File: src/hdl/pspi_pkg.sv
/*
 Constants, register map and carrier types for the position settle and pulse inhibit block.
 Assumes a single 10 MHz drive clock and pulse inputs that are already synchronous to it.
*/
`default_nettype none
package pspi_pkg;
   typedef struct packed
   {
      logic pulse;
      logic dir;
   } pspi_pulse_t;

   localparam logic [7:0] OFS_CTRL = 8'h00;
   localparam logic [7:0] OFS_RESTART = 8'h04;
   localparam logic [7:0] OFS_ACCEL = 8'h08;
   localparam logic [7:0] OFS_AVG = 8'h0C;
   localparam logic [7:0] OFS_DONE_W = 8'h10;
   localparam logic [7:0] OFS_NEAR_W = 8'h14;
   localparam logic [7:0] OFS_STATUS = 8'h18;
   localparam logic [7:0] OFS_ERROR = 8'h1C;
   localparam logic [7:0] OFS_INT_STAT = 8'h20;
   localparam logic [7:0] OFS_INT_MASK = 8'h24;

   localparam int CTRL_METHOD_LSB = 0;
   localparam int CTRL_TIMING_LSB = 4;
   localparam int CTRL_ALLOC_BIT = 8;
   localparam int RESTART_BIT = 0;

   localparam int ST_DONE = 0;
   localparam int ST_NEAR = 1;
   localparam int ST_INHIBIT = 2;
   localparam int ST_FORCE = 3;
   localparam int ST_POS = 4;
   localparam int ST_PENDING = 5;
   localparam int ST_METHOD_LSB = 8;
   localparam int ST_TIMING_LSB = 12;
   localparam int ST_ALLOC = 14;

   localparam int INT_DONE = 0;
   localparam int INT_NEAR = 1;
   localparam int INT_BLOCKED = 2;
   localparam int INT_APPLIED = 3;

   localparam logic [3:0] M_POS = 4'h1;
   localparam logic [3:0] M_FORCE = 4'h2;
   localparam logic [3:0] M_ISP_POS = 4'h5;
   localparam logic [3:0] M_POS_SPD = 4'h7;
   localparam logic [3:0] M_POS_FRC = 4'h8;
   localparam logic [3:0] M_POS_INH = 4'hB;

   localparam logic [1:0] T_WIDTH = 2'h0;
   localparam logic [1:0] T_FILTER = 2'h1;
   localparam logic [1:0] T_INPUT = 2'h2;

   localparam logic [3:0] METHOD_RST = 4'h1;
   localparam logic [1:0] TIMING_RST = 2'h0;
   localparam logic [15:0] TC_RST = 16'h0000;
   localparam logic [30:0] DONE_W_RST = 31'h00000007;
   localparam logic [30:0] NEAR_W_RST = 31'h40000000;

   localparam int CLK_PERIOD_NS = 100;
   localparam int TICK_NS = 100000;
   localparam int TICK_CYCLES = (TICK_NS + CLK_PERIOD_NS - 1) / CLK_PERIOD_NS;
   localparam int STOP_NS = 1000000;
   localparam int STOP_CYCLES = (STOP_NS + CLK_PERIOD_NS - 1) / CLK_PERIOD_NS;
endpackage : pspi_pkg
`default_nettype wire

File: src/hdl/pspi_settle.sv
/*
 Position settle and pulse inhibit block: smoothing, error counting, done and near outputs.
 Assumes an APB master, pulse inputs synchronous to CLK and one unit of travel per FB pulse.
*/
// The implementer's own choices: the register offsets and register access over APB.
`timescale 1ns/10ps
`default_nettype none
module pspi_settle
#(
   parameter int STOP_CYCLES = pspi_pkg::STOP_CYCLES
)
(
   input wire logic CLK,
   input wire logic NRST,
   input wire logic PSEL,
   input wire logic PENABLE,
   input wire logic PWRITE,
   input wire logic [7:0] PADDR,
   input wire logic [31:0] PWDATA,
   output logic [31:0] PRDATA,
   output logic PREADY,
   output logic PSLVERR,
   input wire pspi_pkg::pspi_pulse_t REF_IN,
   input wire pspi_pkg::pspi_pulse_t FB_IN,
   input wire logic PCON_IN,
   input wire logic INHIBIT_IN,
   input wire logic CSEL_IN,
   output var pspi_pkg::pspi_pulse_t FILT_OUT,
   output logic DONE_OUT,
   output logic NEAR_OUT,
   output logic FORCE_OUT,
   output logic IRQ
);
   logic [3:0] method_cfg;
   logic [3:0] method_act;
   logic [1:0] timing_cfg;
   logic [1:0] timing_act;
   logic alloc_cfg;
   logic alloc_act;
   logic [15:0] accel_cfg;
   logic [15:0] accel_act;
   logic [15:0] avg_cfg;
   logic [15:0] avg_act;
   logic [30:0] done_w;
   logic [30:0] near_w;
   logic [3:0] int_stat;
   logic [3:0] int_mask;
   logic [3:0] events;
   logic signed [31:0] err;
   logic signed [31:0] ref_step;
   logic signed [31:0] fb_step;
   logic [31:0] abs_err;
   logic [9:0] tick_cnt;
   logic tick;
   logic [15:0] stop_cnt;
   logic stopped;
   logic idle;
   logic pending;
   pspi_pkg::pspi_pulse_t mid;
   pspi_pkg::pspi_pulse_t acc_p;
   logic busy_a;
   logic busy_b;
   logic filt_idle;
   logic pos_mode;
   logic force_mode;
   logic inhibit;
   logic accept;
   logic done_cond;
   logic near_cond;
   logic [31:0] status;
   logic [31:0] next_rdata;
   logic hit;
   logic acc_ph;
   logic wr_en;

   assign acc_ph = PSEL & PENABLE & ~PREADY;
   assign wr_en = PSEL & PENABLE & PREADY & PWRITE;

   // One wait state: the answer is registered so every bus output comes from a flop.
   always_ff @(posedge CLK)
   begin
      if (!NRST)
      begin
         PREADY <= 1'b0;
         PRDATA <= 32'h00000000;
         PSLVERR <= 1'b0;
      end
      else
      begin
         PREADY <= acc_ph;
         if (acc_ph)
         begin
            PRDATA <= PWRITE ? 32'h00000000 : next_rdata;
            PSLVERR <= ~hit;
         end
      end
   end

   always_comb
   begin
      status = 32'h00000000;
      status[pspi_pkg::ST_DONE] = DONE_OUT;
      status[pspi_pkg::ST_NEAR] = NEAR_OUT;
      status[pspi_pkg::ST_INHIBIT] = inhibit;
      status[pspi_pkg::ST_FORCE] = FORCE_OUT;
      status[pspi_pkg::ST_POS] = pos_mode;
      status[pspi_pkg::ST_PENDING] = pending;
      status[pspi_pkg::ST_METHOD_LSB +: 4] = method_act;
      status[pspi_pkg::ST_TIMING_LSB +: 2] = timing_act;
      status[pspi_pkg::ST_ALLOC] = alloc_act;
      hit = 1'b1;
      next_rdata = 32'h00000000;
      case (PADDR)
         pspi_pkg::OFS_CTRL:
         begin
            next_rdata[pspi_pkg::CTRL_METHOD_LSB +: 4] = method_cfg;
            next_rdata[pspi_pkg::CTRL_TIMING_LSB +: 2] = timing_cfg;
            next_rdata[pspi_pkg::CTRL_ALLOC_BIT] = alloc_cfg;
         end
         pspi_pkg::OFS_RESTART: next_rdata = 32'h00000000;
         pspi_pkg::OFS_ACCEL: next_rdata = {16'h0000, accel_cfg};
         pspi_pkg::OFS_AVG: next_rdata = {16'h0000, avg_cfg};
         pspi_pkg::OFS_DONE_W: next_rdata = {1'b0, done_w};
         pspi_pkg::OFS_NEAR_W: next_rdata = {1'b0, near_w};
         pspi_pkg::OFS_STATUS: next_rdata = status;
         pspi_pkg::OFS_ERROR: next_rdata = err;
         pspi_pkg::OFS_INT_STAT: next_rdata = {28'h0000000, int_stat};
         pspi_pkg::OFS_INT_MASK: next_rdata = {28'h0000000, int_mask};
         default: hit = 1'b0;
      endcase
   end

   always_ff @(posedge CLK)
   begin
      if (!NRST)
      begin
         method_cfg <= pspi_pkg::METHOD_RST;
         timing_cfg <= pspi_pkg::TIMING_RST;
         alloc_cfg <= 1'b0;
         accel_cfg <= pspi_pkg::TC_RST;
         avg_cfg <= pspi_pkg::TC_RST;
         done_w <= pspi_pkg::DONE_W_RST;
         near_w <= pspi_pkg::NEAR_W_RST;
         int_mask <= 4'h0;
      end
      else if (wr_en)
      begin
         case (PADDR)
            pspi_pkg::OFS_CTRL:
            begin
               method_cfg <= PWDATA[pspi_pkg::CTRL_METHOD_LSB +: 4];
               timing_cfg <= PWDATA[pspi_pkg::CTRL_TIMING_LSB +: 2];
               alloc_cfg <= PWDATA[pspi_pkg::CTRL_ALLOC_BIT];
            end
            pspi_pkg::OFS_ACCEL: accel_cfg <= PWDATA[15:0];
            pspi_pkg::OFS_AVG: avg_cfg <= PWDATA[15:0];
            pspi_pkg::OFS_DONE_W: done_w <= PWDATA[30:0];
            pspi_pkg::OFS_NEAR_W: near_w <= PWDATA[30:0];
            pspi_pkg::OFS_INT_MASK: int_mask <= PWDATA[3:0];
            default: ;
         endcase
      end
   end

   // Method, timing and allocation load only on restart.
   always_ff @(posedge CLK)
   begin
      if (!NRST)
      begin
         method_act <= pspi_pkg::METHOD_RST;
         timing_act <= pspi_pkg::TIMING_RST;
         alloc_act <= 1'b0;
      end
      else if (wr_en && PADDR == pspi_pkg::OFS_RESTART && PWDATA[pspi_pkg::RESTART_BIT])
      begin
         method_act <= method_cfg;
         timing_act <= timing_cfg;
         alloc_act <= alloc_cfg;
      end
   end

   always_ff @(posedge CLK)
   begin
      if (!NRST || tick)
         tick_cnt <= 10'h000;
      else
         tick_cnt <= tick_cnt + 10'h001;
   end
   assign tick = tick_cnt == 10'(pspi_pkg::TICK_CYCLES - 1);

   always_ff @(posedge CLK)
   begin
      if (!NRST || FB_IN.pulse)
         stop_cnt <= 16'h0000;
      else if (!stopped)
         stop_cnt <= stop_cnt + 16'h0001;
   end
   assign stopped = stop_cnt >= 16'(STOP_CYCLES);
   assign filt_idle = ~busy_a & ~busy_b & ~mid.pulse & ~FILT_OUT.pulse;
   assign idle = stopped & ~REF_IN.pulse & filt_idle;
   assign pending = (accel_cfg != accel_act) || (avg_cfg != avg_act);

   // Swapping a time constant mid-move would distort travel, so wait for rest.
   always_ff @(posedge CLK)
   begin
      if (!NRST)
      begin
         accel_act <= pspi_pkg::TC_RST;
         avg_act <= pspi_pkg::TC_RST;
      end
      else if (idle)
      begin
         accel_act <= accel_cfg;
         avg_act <= avg_cfg;
      end
   end

   always_comb
   begin
      case (method_act)
         pspi_pkg::M_POS: pos_mode = 1'b1;
         pspi_pkg::M_POS_INH: pos_mode = 1'b1;
         pspi_pkg::M_ISP_POS: pos_mode = CSEL_IN;
         pspi_pkg::M_POS_SPD: pos_mode = ~CSEL_IN;
         pspi_pkg::M_POS_FRC: pos_mode = ~CSEL_IN;
         default: pos_mode = 1'b0;
      endcase
      force_mode = (method_act == pspi_pkg::M_FORCE) ||
                   (method_act == pspi_pkg::M_POS_FRC && CSEL_IN);
      if (!alloc_act)
         inhibit = PCON_IN && method_act == pspi_pkg::M_POS_INH;
      else
         inhibit = INHIBIT_IN && (method_act == pspi_pkg::M_POS ||
                   method_act == pspi_pkg::M_ISP_POS || method_act == pspi_pkg::M_POS_SPD ||
                   method_act == pspi_pkg::M_POS_FRC);
      inhibit = inhibit & pos_mode;
      accept = REF_IN.pulse & ~inhibit;
      acc_p = '{pulse: accept, dir: REF_IN.dir};
   end

   pspi_smooth u_accel
   (
      .clk(CLK),
      .nrst(NRST),
      .tick(tick),
      .tc(accel_act),
      .in_p(acc_p),
      .out_p(mid),
      .busy(busy_a)
   );

   pspi_smooth u_avg
   (
      .clk(CLK),
      .nrst(NRST),
      .tick(tick),
      .tc(avg_act),
      .in_p(mid),
      .out_p(FILT_OUT),
      .busy(busy_b)
   );

   always_comb
   begin
      ref_step = 32'sh00000000;
      if (accept)
         ref_step = REF_IN.dir ? -32'sh00000001 : 32'sh00000001;
      fb_step = 32'sh00000000;
      if (FB_IN.pulse)
         fb_step = FB_IN.dir ? -32'sh00000001 : 32'sh00000001;
      abs_err = err[31] ? 32'(-err) : 32'(err);
      // Width test plus the selected timing condition.
      case (timing_act)
         pspi_pkg::T_FILTER: done_cond = filt_idle;
         pspi_pkg::T_INPUT: done_cond = ~REF_IN.pulse;
         default: done_cond = 1'b1;
      endcase
      done_cond = done_cond && pos_mode && abs_err < {1'b0, done_w};
      near_cond = pos_mode && abs_err < {1'b0, near_w};
   end

   always_ff @(posedge CLK)
   begin
      if (!NRST)
         err <= 32'sh00000000;
      else
         err <= err + ref_step - fb_step;
   end

   // Closed is high, open is low.
   always_ff @(posedge CLK)
   begin
      if (!NRST)
      begin
         DONE_OUT <= 1'b0;
         NEAR_OUT <= 1'b0;
         FORCE_OUT <= 1'b0;
      end
      else
      begin
         DONE_OUT <= done_cond;
         NEAR_OUT <= near_cond;
         FORCE_OUT <= force_mode;
      end
   end

   always_comb
   begin
      events = 4'h0;
      events[pspi_pkg::INT_DONE] = done_cond & ~DONE_OUT;
      events[pspi_pkg::INT_NEAR] = near_cond & ~NEAR_OUT;
      events[pspi_pkg::INT_BLOCKED] = REF_IN.pulse & inhibit;
      events[pspi_pkg::INT_APPLIED] = idle & pending;
   end

   // A new event wins over a write-one clear in the same cycle.
   always_ff @(posedge CLK)
   begin
      if (!NRST)
      begin
         int_stat <= 4'h0;
         IRQ <= 1'b0;
      end
      else
      begin
         if (wr_en && PADDR == pspi_pkg::OFS_INT_STAT)
            int_stat <= (int_stat & ~PWDATA[3:0]) | events;
         else
            int_stat <= int_stat | events;
         IRQ <= |(int_stat & int_mask);
      end
   end
endmodule : pspi_settle
`default_nettype wire

File: src/hdl/pspi_smooth.sv
/*
 One first-order smoothing stage for a reference pulse train; time constant in 0.1 ms ticks.
 Assumes the time constant only changes while the stage holds no backlog.
*/
`timescale 1ns/10ps
`default_nettype none
module pspi_smooth
(
   input wire logic clk,
   input wire logic nrst,
   input wire logic tick,
   input wire logic [15:0] tc,
   input wire pspi_pkg::pspi_pulse_t in_p,
   output var pspi_pkg::pspi_pulse_t out_p,
   output logic busy
);
   logic signed [23:0] backlog;
   logic signed [23:0] step_in;
   logic signed [23:0] step_out;
   logic [23:0] mag;
   logic [31:0] acc;
   logic [31:0] tc_w;
   logic emit;

   always_comb
   begin
      mag = backlog[23] ? 24'(-backlog) : 24'(backlog);
      tc_w = {16'h0000, tc};
      emit = (tc != 16'h0000) && (backlog != 24'sh000000) && (acc >= tc_w);
      step_in = 24'sh000000;
      if (in_p.pulse)
         step_in = in_p.dir ? -24'sh000001 : 24'sh000001;
      step_out = 24'sh000000;
      if (emit)
         step_out = backlog[23] ? -24'sh000001 : 24'sh000001;
      busy = backlog != 24'sh000000;
   end

   // Pulses leave at a rate proportional to the backlog, so travel is kept exactly.
   always_ff @(posedge clk)
   begin
      if (!nrst || tc == 16'h0000)
      begin
         backlog <= 24'sh000000;
         acc <= 32'h00000000;
      end
      else
      begin
         backlog <= backlog + step_in - step_out;
         if (backlog == 24'sh000000)
            acc <= 32'h00000000;
         else
            acc <= acc + (tick ? {8'h00, mag} : 32'h00000000) - (emit ? tc_w : 32'h00000000);
      end
   end

   always_ff @(posedge clk)
   begin
      if (!nrst)
         out_p <= '0;
      else if (tc == 16'h0000)
         out_p <= in_p;
      else
         out_p <= '{pulse: emit, dir: backlog[23]};
   end
endmodule : pspi_smooth
`default_nettype wire

File: config.mk
export PLATFORM = sky130hd
export DESIGN_NAME = pspi_settle
export DESIGN_NICKNAME = d
export VERILOG_FILES = /design/src/hdl/pspi_pkg.sv /design/src/hdl/pspi_settle.sv /design/src/hdl/pspi_smooth.sv
export SDC_FILE = /design/constraint.sdc
export NUM_CORES = 1
export LEC_CHECK = 0
export BUFFER_PORTS_ARGS = -buffer_cell sky130_fd_sc_hd__buf_4
export CORE_MARGIN = 3
export CORE_UTILIZATION = 45
export CTS_BUF_LIST = sky130_fd_sc_hd__clkbuf_8 sky130_fd_sc_hd__clkbuf_16
export CTS_CLUSTER_SIZE = 8
export DETAILED_ROUTE_END_ITERATION = 10
export GPL_TIMING_DRIVEN = 0
export PLACE_DENSITY = 0.67
export SLEW_MARGIN = 20
export SYNTH_ARGS = -nofsm -noshare
export SYNTH_HDL_FRONTEND = slang
export SYNTH_SLANG_ARGS = --single-unit
File: constraint.sdc
create_clock -name CLK -period 16.2 [get_ports CLK]
set_input_delay 2.43 -clock CLK [delete_from_list [all_inputs] [get_ports CLK]]
set_output_delay 2.43 -clock CLK [all_outputs]
set_load 0.005 [all_outputs]
---- Yosys cells after proc, flatten, opt, wreduce, memory -nomap -nowiden ----
Cells that the tools add are included.
storage, ports and cells
  flip-flop bits (word level) ............. 360
  input bits .............................. 52
  word-level logic and storage cells ...... 178
operators by class
  $add $sub $neg .......................... 15
  magnitude comparators ................... 5
  equal/unequal tests ..................... 20
  muxes and demuxes ....................... 31
  bitwise gates (word level) .............. 31
  reductions and logical operators ........ 44
operator list
  cell                                                                                   number
  24-bit two-way mux                                                                     12
  32-bit two-way mux                                                                     6
  23-bit one-hot mux with 6 select lines                                                 1
  32-bit adder                                                                           3
  32-bit subtractor                                                                      3
  32-bit by 16-bit greater-or-equal comparator with 1-bit output                         2
  32-bit by 31-bit less-than comparator with 1-bit output                                2
  6-bit one-hot mux with 9 select lines                                                  1
  24-bit adder                                                                           2
  24-bit zero test                                                                       2
  24-bit negator                                                                         2
  24-bit nonzero test                                                                    2
  24-bit subtractor                                                                      2
  8-bit by 5-bit == test with 1-bit output, second input constant                        4
  16-bit zero test                                                                       2
  16-bit two-way mux                                                                     2
  16-bit inequality test                                                                 2
  32-bit negator                                                                         1
  16-bit nonzero test                                                                    2
  16-bit by 1-bit adder with 16-bit output, second input constant                        1
  8-bit by 4-bit == test with 1-bit output, second input constant                        2
  8-bit by 6-bit == test with 1-bit output, second input constant                        2
  16-bit by 14-bit greater-or-equal comparator with 1-bit output, second input constant  1
  1-bit AND                                                                              15
  28 further kinds                                                                       72

---- Depth between registers and ports, before layout ----
  word-level depth ........................ 12
  depth in mapped cells ................... 24
  depth with buffers taken out ............ 23

---- Hierarchy ----
A second synthesis with hierarchy kept.
unflattened totals
  cell total of the unflattened synthesis .. 3,563
  area total of the unflattened synthesis .. 27,869.2 µm²
by module, submodules not included
  module                 instances  cells each  area each (µm²)  seq. area each (µm²)
  pspi_settle            1          1,834       14,381.3         4,884.7
  pspi_smooth (u_accel)  1          869         6,757.7          1,161.1
  pspi_smooth (u_avg)    1          860         6,730.2          1,161.1

---- Least setup slack after synthesis ----
Ideal clock, no wire load.
  kind .................................... input-to-reg
  start point ............................. input CSEL_IN
  end point ............................... register err[26]
  setup time .............................. 72 ps
  arrival time ............................ 8,598 ps
  required time ........................... 16,128 ps
  slack ................................... 7,530 ps
  cell stages on the path ................. 17
  path buffers ............................ 1
  cell sequence ........................... nor3_1 o21ai_0 a21oi_1 o22ai_1 nand3_1 fa_1 inv_1 ha_1 clkbuf_1 o21ai_0 o21bai_1 o2111ai_1 a211o_1 a311oi_2 a31oi_1 o21bai_1 mux2i_1
between the ends
  cells in the longest elaborated chain, start to end .. 8
RTL lines
  what                                       line                                    text
  start: declaration                         pspi_settle.sv:27                       input wire logic CSEL_IN,
  1-bit inverter                             pspi_settle.sv:224, pspi_settle.sv:225
  1-bit one-hot mux with 3 select lines (*)  pspi_settle.sv:220                      case (method_act)
  1-bit AND (*)                              pspi_settle.sv:236                      inhibit = inhibit & pos_mode;
  1-bit inverter (*)                         pspi_settle.sv:237                      accept = REF_IN.pulse & ~inhibit;
  1-bit AND (*)                              pspi_settle.sv:237
  32-bit two-way mux (*)                     pspi_settle.sv:266                      if (accept)
  32-bit adder (*)                           pspi_settle.sv:287                      err <= err + ref_step - fb_step;
  32-bit subtractor (*)                      pspi_settle.sv:287
  end signal: assignment                     pspi_settle.sv:287
  end: declaration                           pspi_settle.sv:49                       logic signed [31:0] err;
Mark *: on every way between the ends. The rest lies on a longest branch, timed or not.
A chain may end at the register's enable or synchronous reset.

---- Final worst setup path ----
Same ends and word-level chain as after synthesis.

==> flow_summary.ini <==
[critical_path]
reg2reg_slack_ns = 9.69
cp-start-kind = input port
r2r_start = u_accel.backlog[9]
required_ns = 16.72
r2r_end = u_accel.backlog[20]
endpoint_kind = flip-flop
cp.arrival_ns = 7.60
critPathKind = in2reg
reg2reg_depth = 21
crit_fanout = 30

[final_layout]
seq_area_sq_um = 7210
final_cell_mix = inv_1, nand2_1, dfxtp_1, ha_1, a21oi_1
nets = 4119
diodes = 0
fill_cells = 5980
layout_commonest_cell = inv_1
multiInputGateArea_sq_um = 18200
drive_above_1_share_pct = 7.14
area_delta_synth_final_pct = 11.6
final_core_util_pct = 51.1
postLayoutCellArea_sq_um = 31100

[logic_synthesis]
muxShareOfSynthArea_pct = 0.755
syn_avg_cell_area_sq_um = 7.87
syn_area_sq_um = 27800
ys_types = 85
syn-num-nets = 3970
synthArstFlopShare_pct = 0
seq_area_frac_synth_pct = 25.9
synth_edf_count = 0
synth_top_family_by_area = adder cells
synthSimpleGateAreaFrac_pct = 19.3
synth_fa_ha_area_share_pct = 20.2
synth_top_flop_cell = dfxtp_1
synthXorXnorAreaFrac_pct = 6.92
yosys_warnings = 0
ys_seq_elements = 360
synth_compound_area_share_pct = 18.0
netlist_instances = 3535

[timing]
period_share_pct = 43.7
finalHoldViolations = 0
rsz0062_at_grt = no
period_minus_slack_ns = 7.08
fin_skew_ns = 0.0396
maxSlewViolCount = 0
worst_pin_slew_ns = 1.32
fin_setup_tns_ns = 0
setup_violations = 0
max_freq_mhz = 141
slew_headroom_pct = 11.2

[clock_network]
clock_sinks = 360
post_cts_buffers = 0
cts-resized-gates = 0
root_buffer = clkbuf_16
clock_path_buffers = 3
cts_tree = done
clk_pin_slew_ns = 0.05
htreeDepth = 2
holdBufCountCts = 0
clock_latency_ns = 0.61
cts_buffers = 52

[die]
dieArea_sq_um = 64900
start_util_pct = 45.8
die_w_microns = 255
die_h_microns = 255
ios = 92
core_sq_um = 60800
row_count = 90

[drt]
first_pass_iters = 7
num_vias = 24697
final_antenna_net_count = 0
routedWlPerCell_microns = 17.9
post-route-drc-count = 0
viasPerCell = 5.52
drt-initial-drc-count = 2158
finalWirelength_microns = 80200

[global_route]
grt_max_degree = 31
grt_overflow = 0
grt_pass1_wl_microns = 127000
grt_pass1_vias = 23464
grt_usage_pct = 24.7
antenna_found_initial = 2

[flow_run]
maxCapViolCount = 0

[status]
run_status = finished clean

[power]
powerDensity_nw_per_um2 = 104
p_leak_uw = 0.0129
total_power_uw = 3230
ir_drop_v = 0.0000668

[min_path]
min_to = stop_cnt[15]
hp-start = stop_cnt[15]
hold_path_depth = 2
hold_class = reg2reg

[placed_design]
globalplace.congestion = 0.969
dp_hpwl_microns = 63000
placed_area_sq_um = 29600
port_buffers = 87
-- routing by layer --
metal  track usage, %  vias up  wire length [microns]
met5                0        -                      0
met4             7.85        0                   2410
met3             6.31      134                   7860
met2             36.8      834                  33000
met1             35.0    11530                  36900
li1                 -    12199                      -
-- area by class of cell --
| class | count | share of cell area, % |
|---|---|---|
| sequential | 360 | 23.2 |
| clock inverter | 10 | 0.226 |
| multi-input combinational | 2529 | 58.5 |
| inverter | 526 | 6.36 |
| timing repair buffer | 95 | 2.48 |
| clock buffer | 56 | 4.40 |
| buffer | 120 | 1.68 |
| tap | 782 | 3.15 |
-- sequential cells by signal, indices dropped and copies added (netlist names), 4 cells and up --
signal           count
method_act           4
u_avg.acc           32
done_w              31
err                 32
near_w              31
int_stat             4
avg_cfg             16
u_avg.backlog       24
stop_cnt            16
int_mask             4
accel_act           16
avg_act             16
tick_cnt            10
accel_cfg           16
method_cfg           4
u_accel.acc         32
PRDATA              32
u_accel.backlog     24
-- per-stage QoR --
stage | instances | hold WS (ns) | setup WS, ns
global placement | 4404 | 0.444 | 5.38
finish | 4478 | 0.460 | 9.12
detailed placement | 4412 | 0.458 | 8.56
global route | 4478 | 0.489 | 8.73
CTS | 4478 | 0.466 | 9.17
floorplan | 3535 | 0.426 | 7.53
-- cells in the mapped netlist (14+ instances only) --
master	count	share of area, %
a211oi_1	30	0.81
a21o_1	70	1.9
a21oi_1	273	4.9
a21oi_2	30	0.94
a222oi_1	32	1.2
a22oi_1	19	0.51
a31oi_1	25	0.56
and2_1	35	0.79
and3_1	29	0.65
clkbuf_1	106	1.4
dfxtp_1	360	26
fa_1	109	7.8
ha_1	274	12
inv_1	525	7.1
mux2i_1	21	0.76
nand2_1	432	5.8
nand2_2	30	0.67
nand2b_1	34	0.76
nand3_1	74	1.3
nand4_1	42	0.94
nor2_1	269	3.6
nor2b_1	17	0.38
nor3_1	64	1.2
nor4_1	24	0.54
o211ai_1	16	0.43
o21a_1	24	0.65
o21ai_0	111	2.0
o21bai_1	22	0.59
o31ai_1	32	0.86
o41ai_1	16	0.50
or3_1	14	0.31
xnor2_1	158	5.0
xor2_1	62	2.0
-- logic make-up (layout without fill, tap and decap cells) --
| group | count (synthesis) | in the layout |
|---|---|---|
| mux | 21 | 21 |
| buf+inv | 646 | 807 |
| compound gates | 769 | 769 |
| flops | 360 | 360 |
| xor+xnor | 220 | 220 |
| fa+ha+maj | 383 | 383 |
| simple gates | 1136 | 1136 |
-- critical path: stages --
cell	delay, ns
buf_4	0.10
nor3_1	0.04
o21ai_0	0.15
a21oi_1	0.14
o22ai_1	0.59
nand3_4	0.63
buf_12	0.42
fa_1	0.52
fa_1	0.46
nand2b_1	0.17
a21oi_1	0.26
o2111ai_1	0.19
a211o_1	0.36
a311oi_2	0.44
a31oi_1	0.21
o21bai_1	0.23
mux2i_1	0.21
-- worst max-delay path by stage --
stage,startpoint,endpoint,slack (ns)
finish,CSEL_IN,err[26],9.12
floorplan,CSEL_IN,err[26],7.53
global placement,CSEL_IN,err[26],5.38
CTS,CSEL_IN,err[26],9.17
detailed placement,CSEL_IN,err[26],8.56
global route,CSEL_IN,err[26],8.73
-- report_power, final --
part	switching (uW)	internal (uW)
logic	685	516
registers	96.5	929
clock network	415	589
No activity file was read; power rests on OpenSTA's default activity.
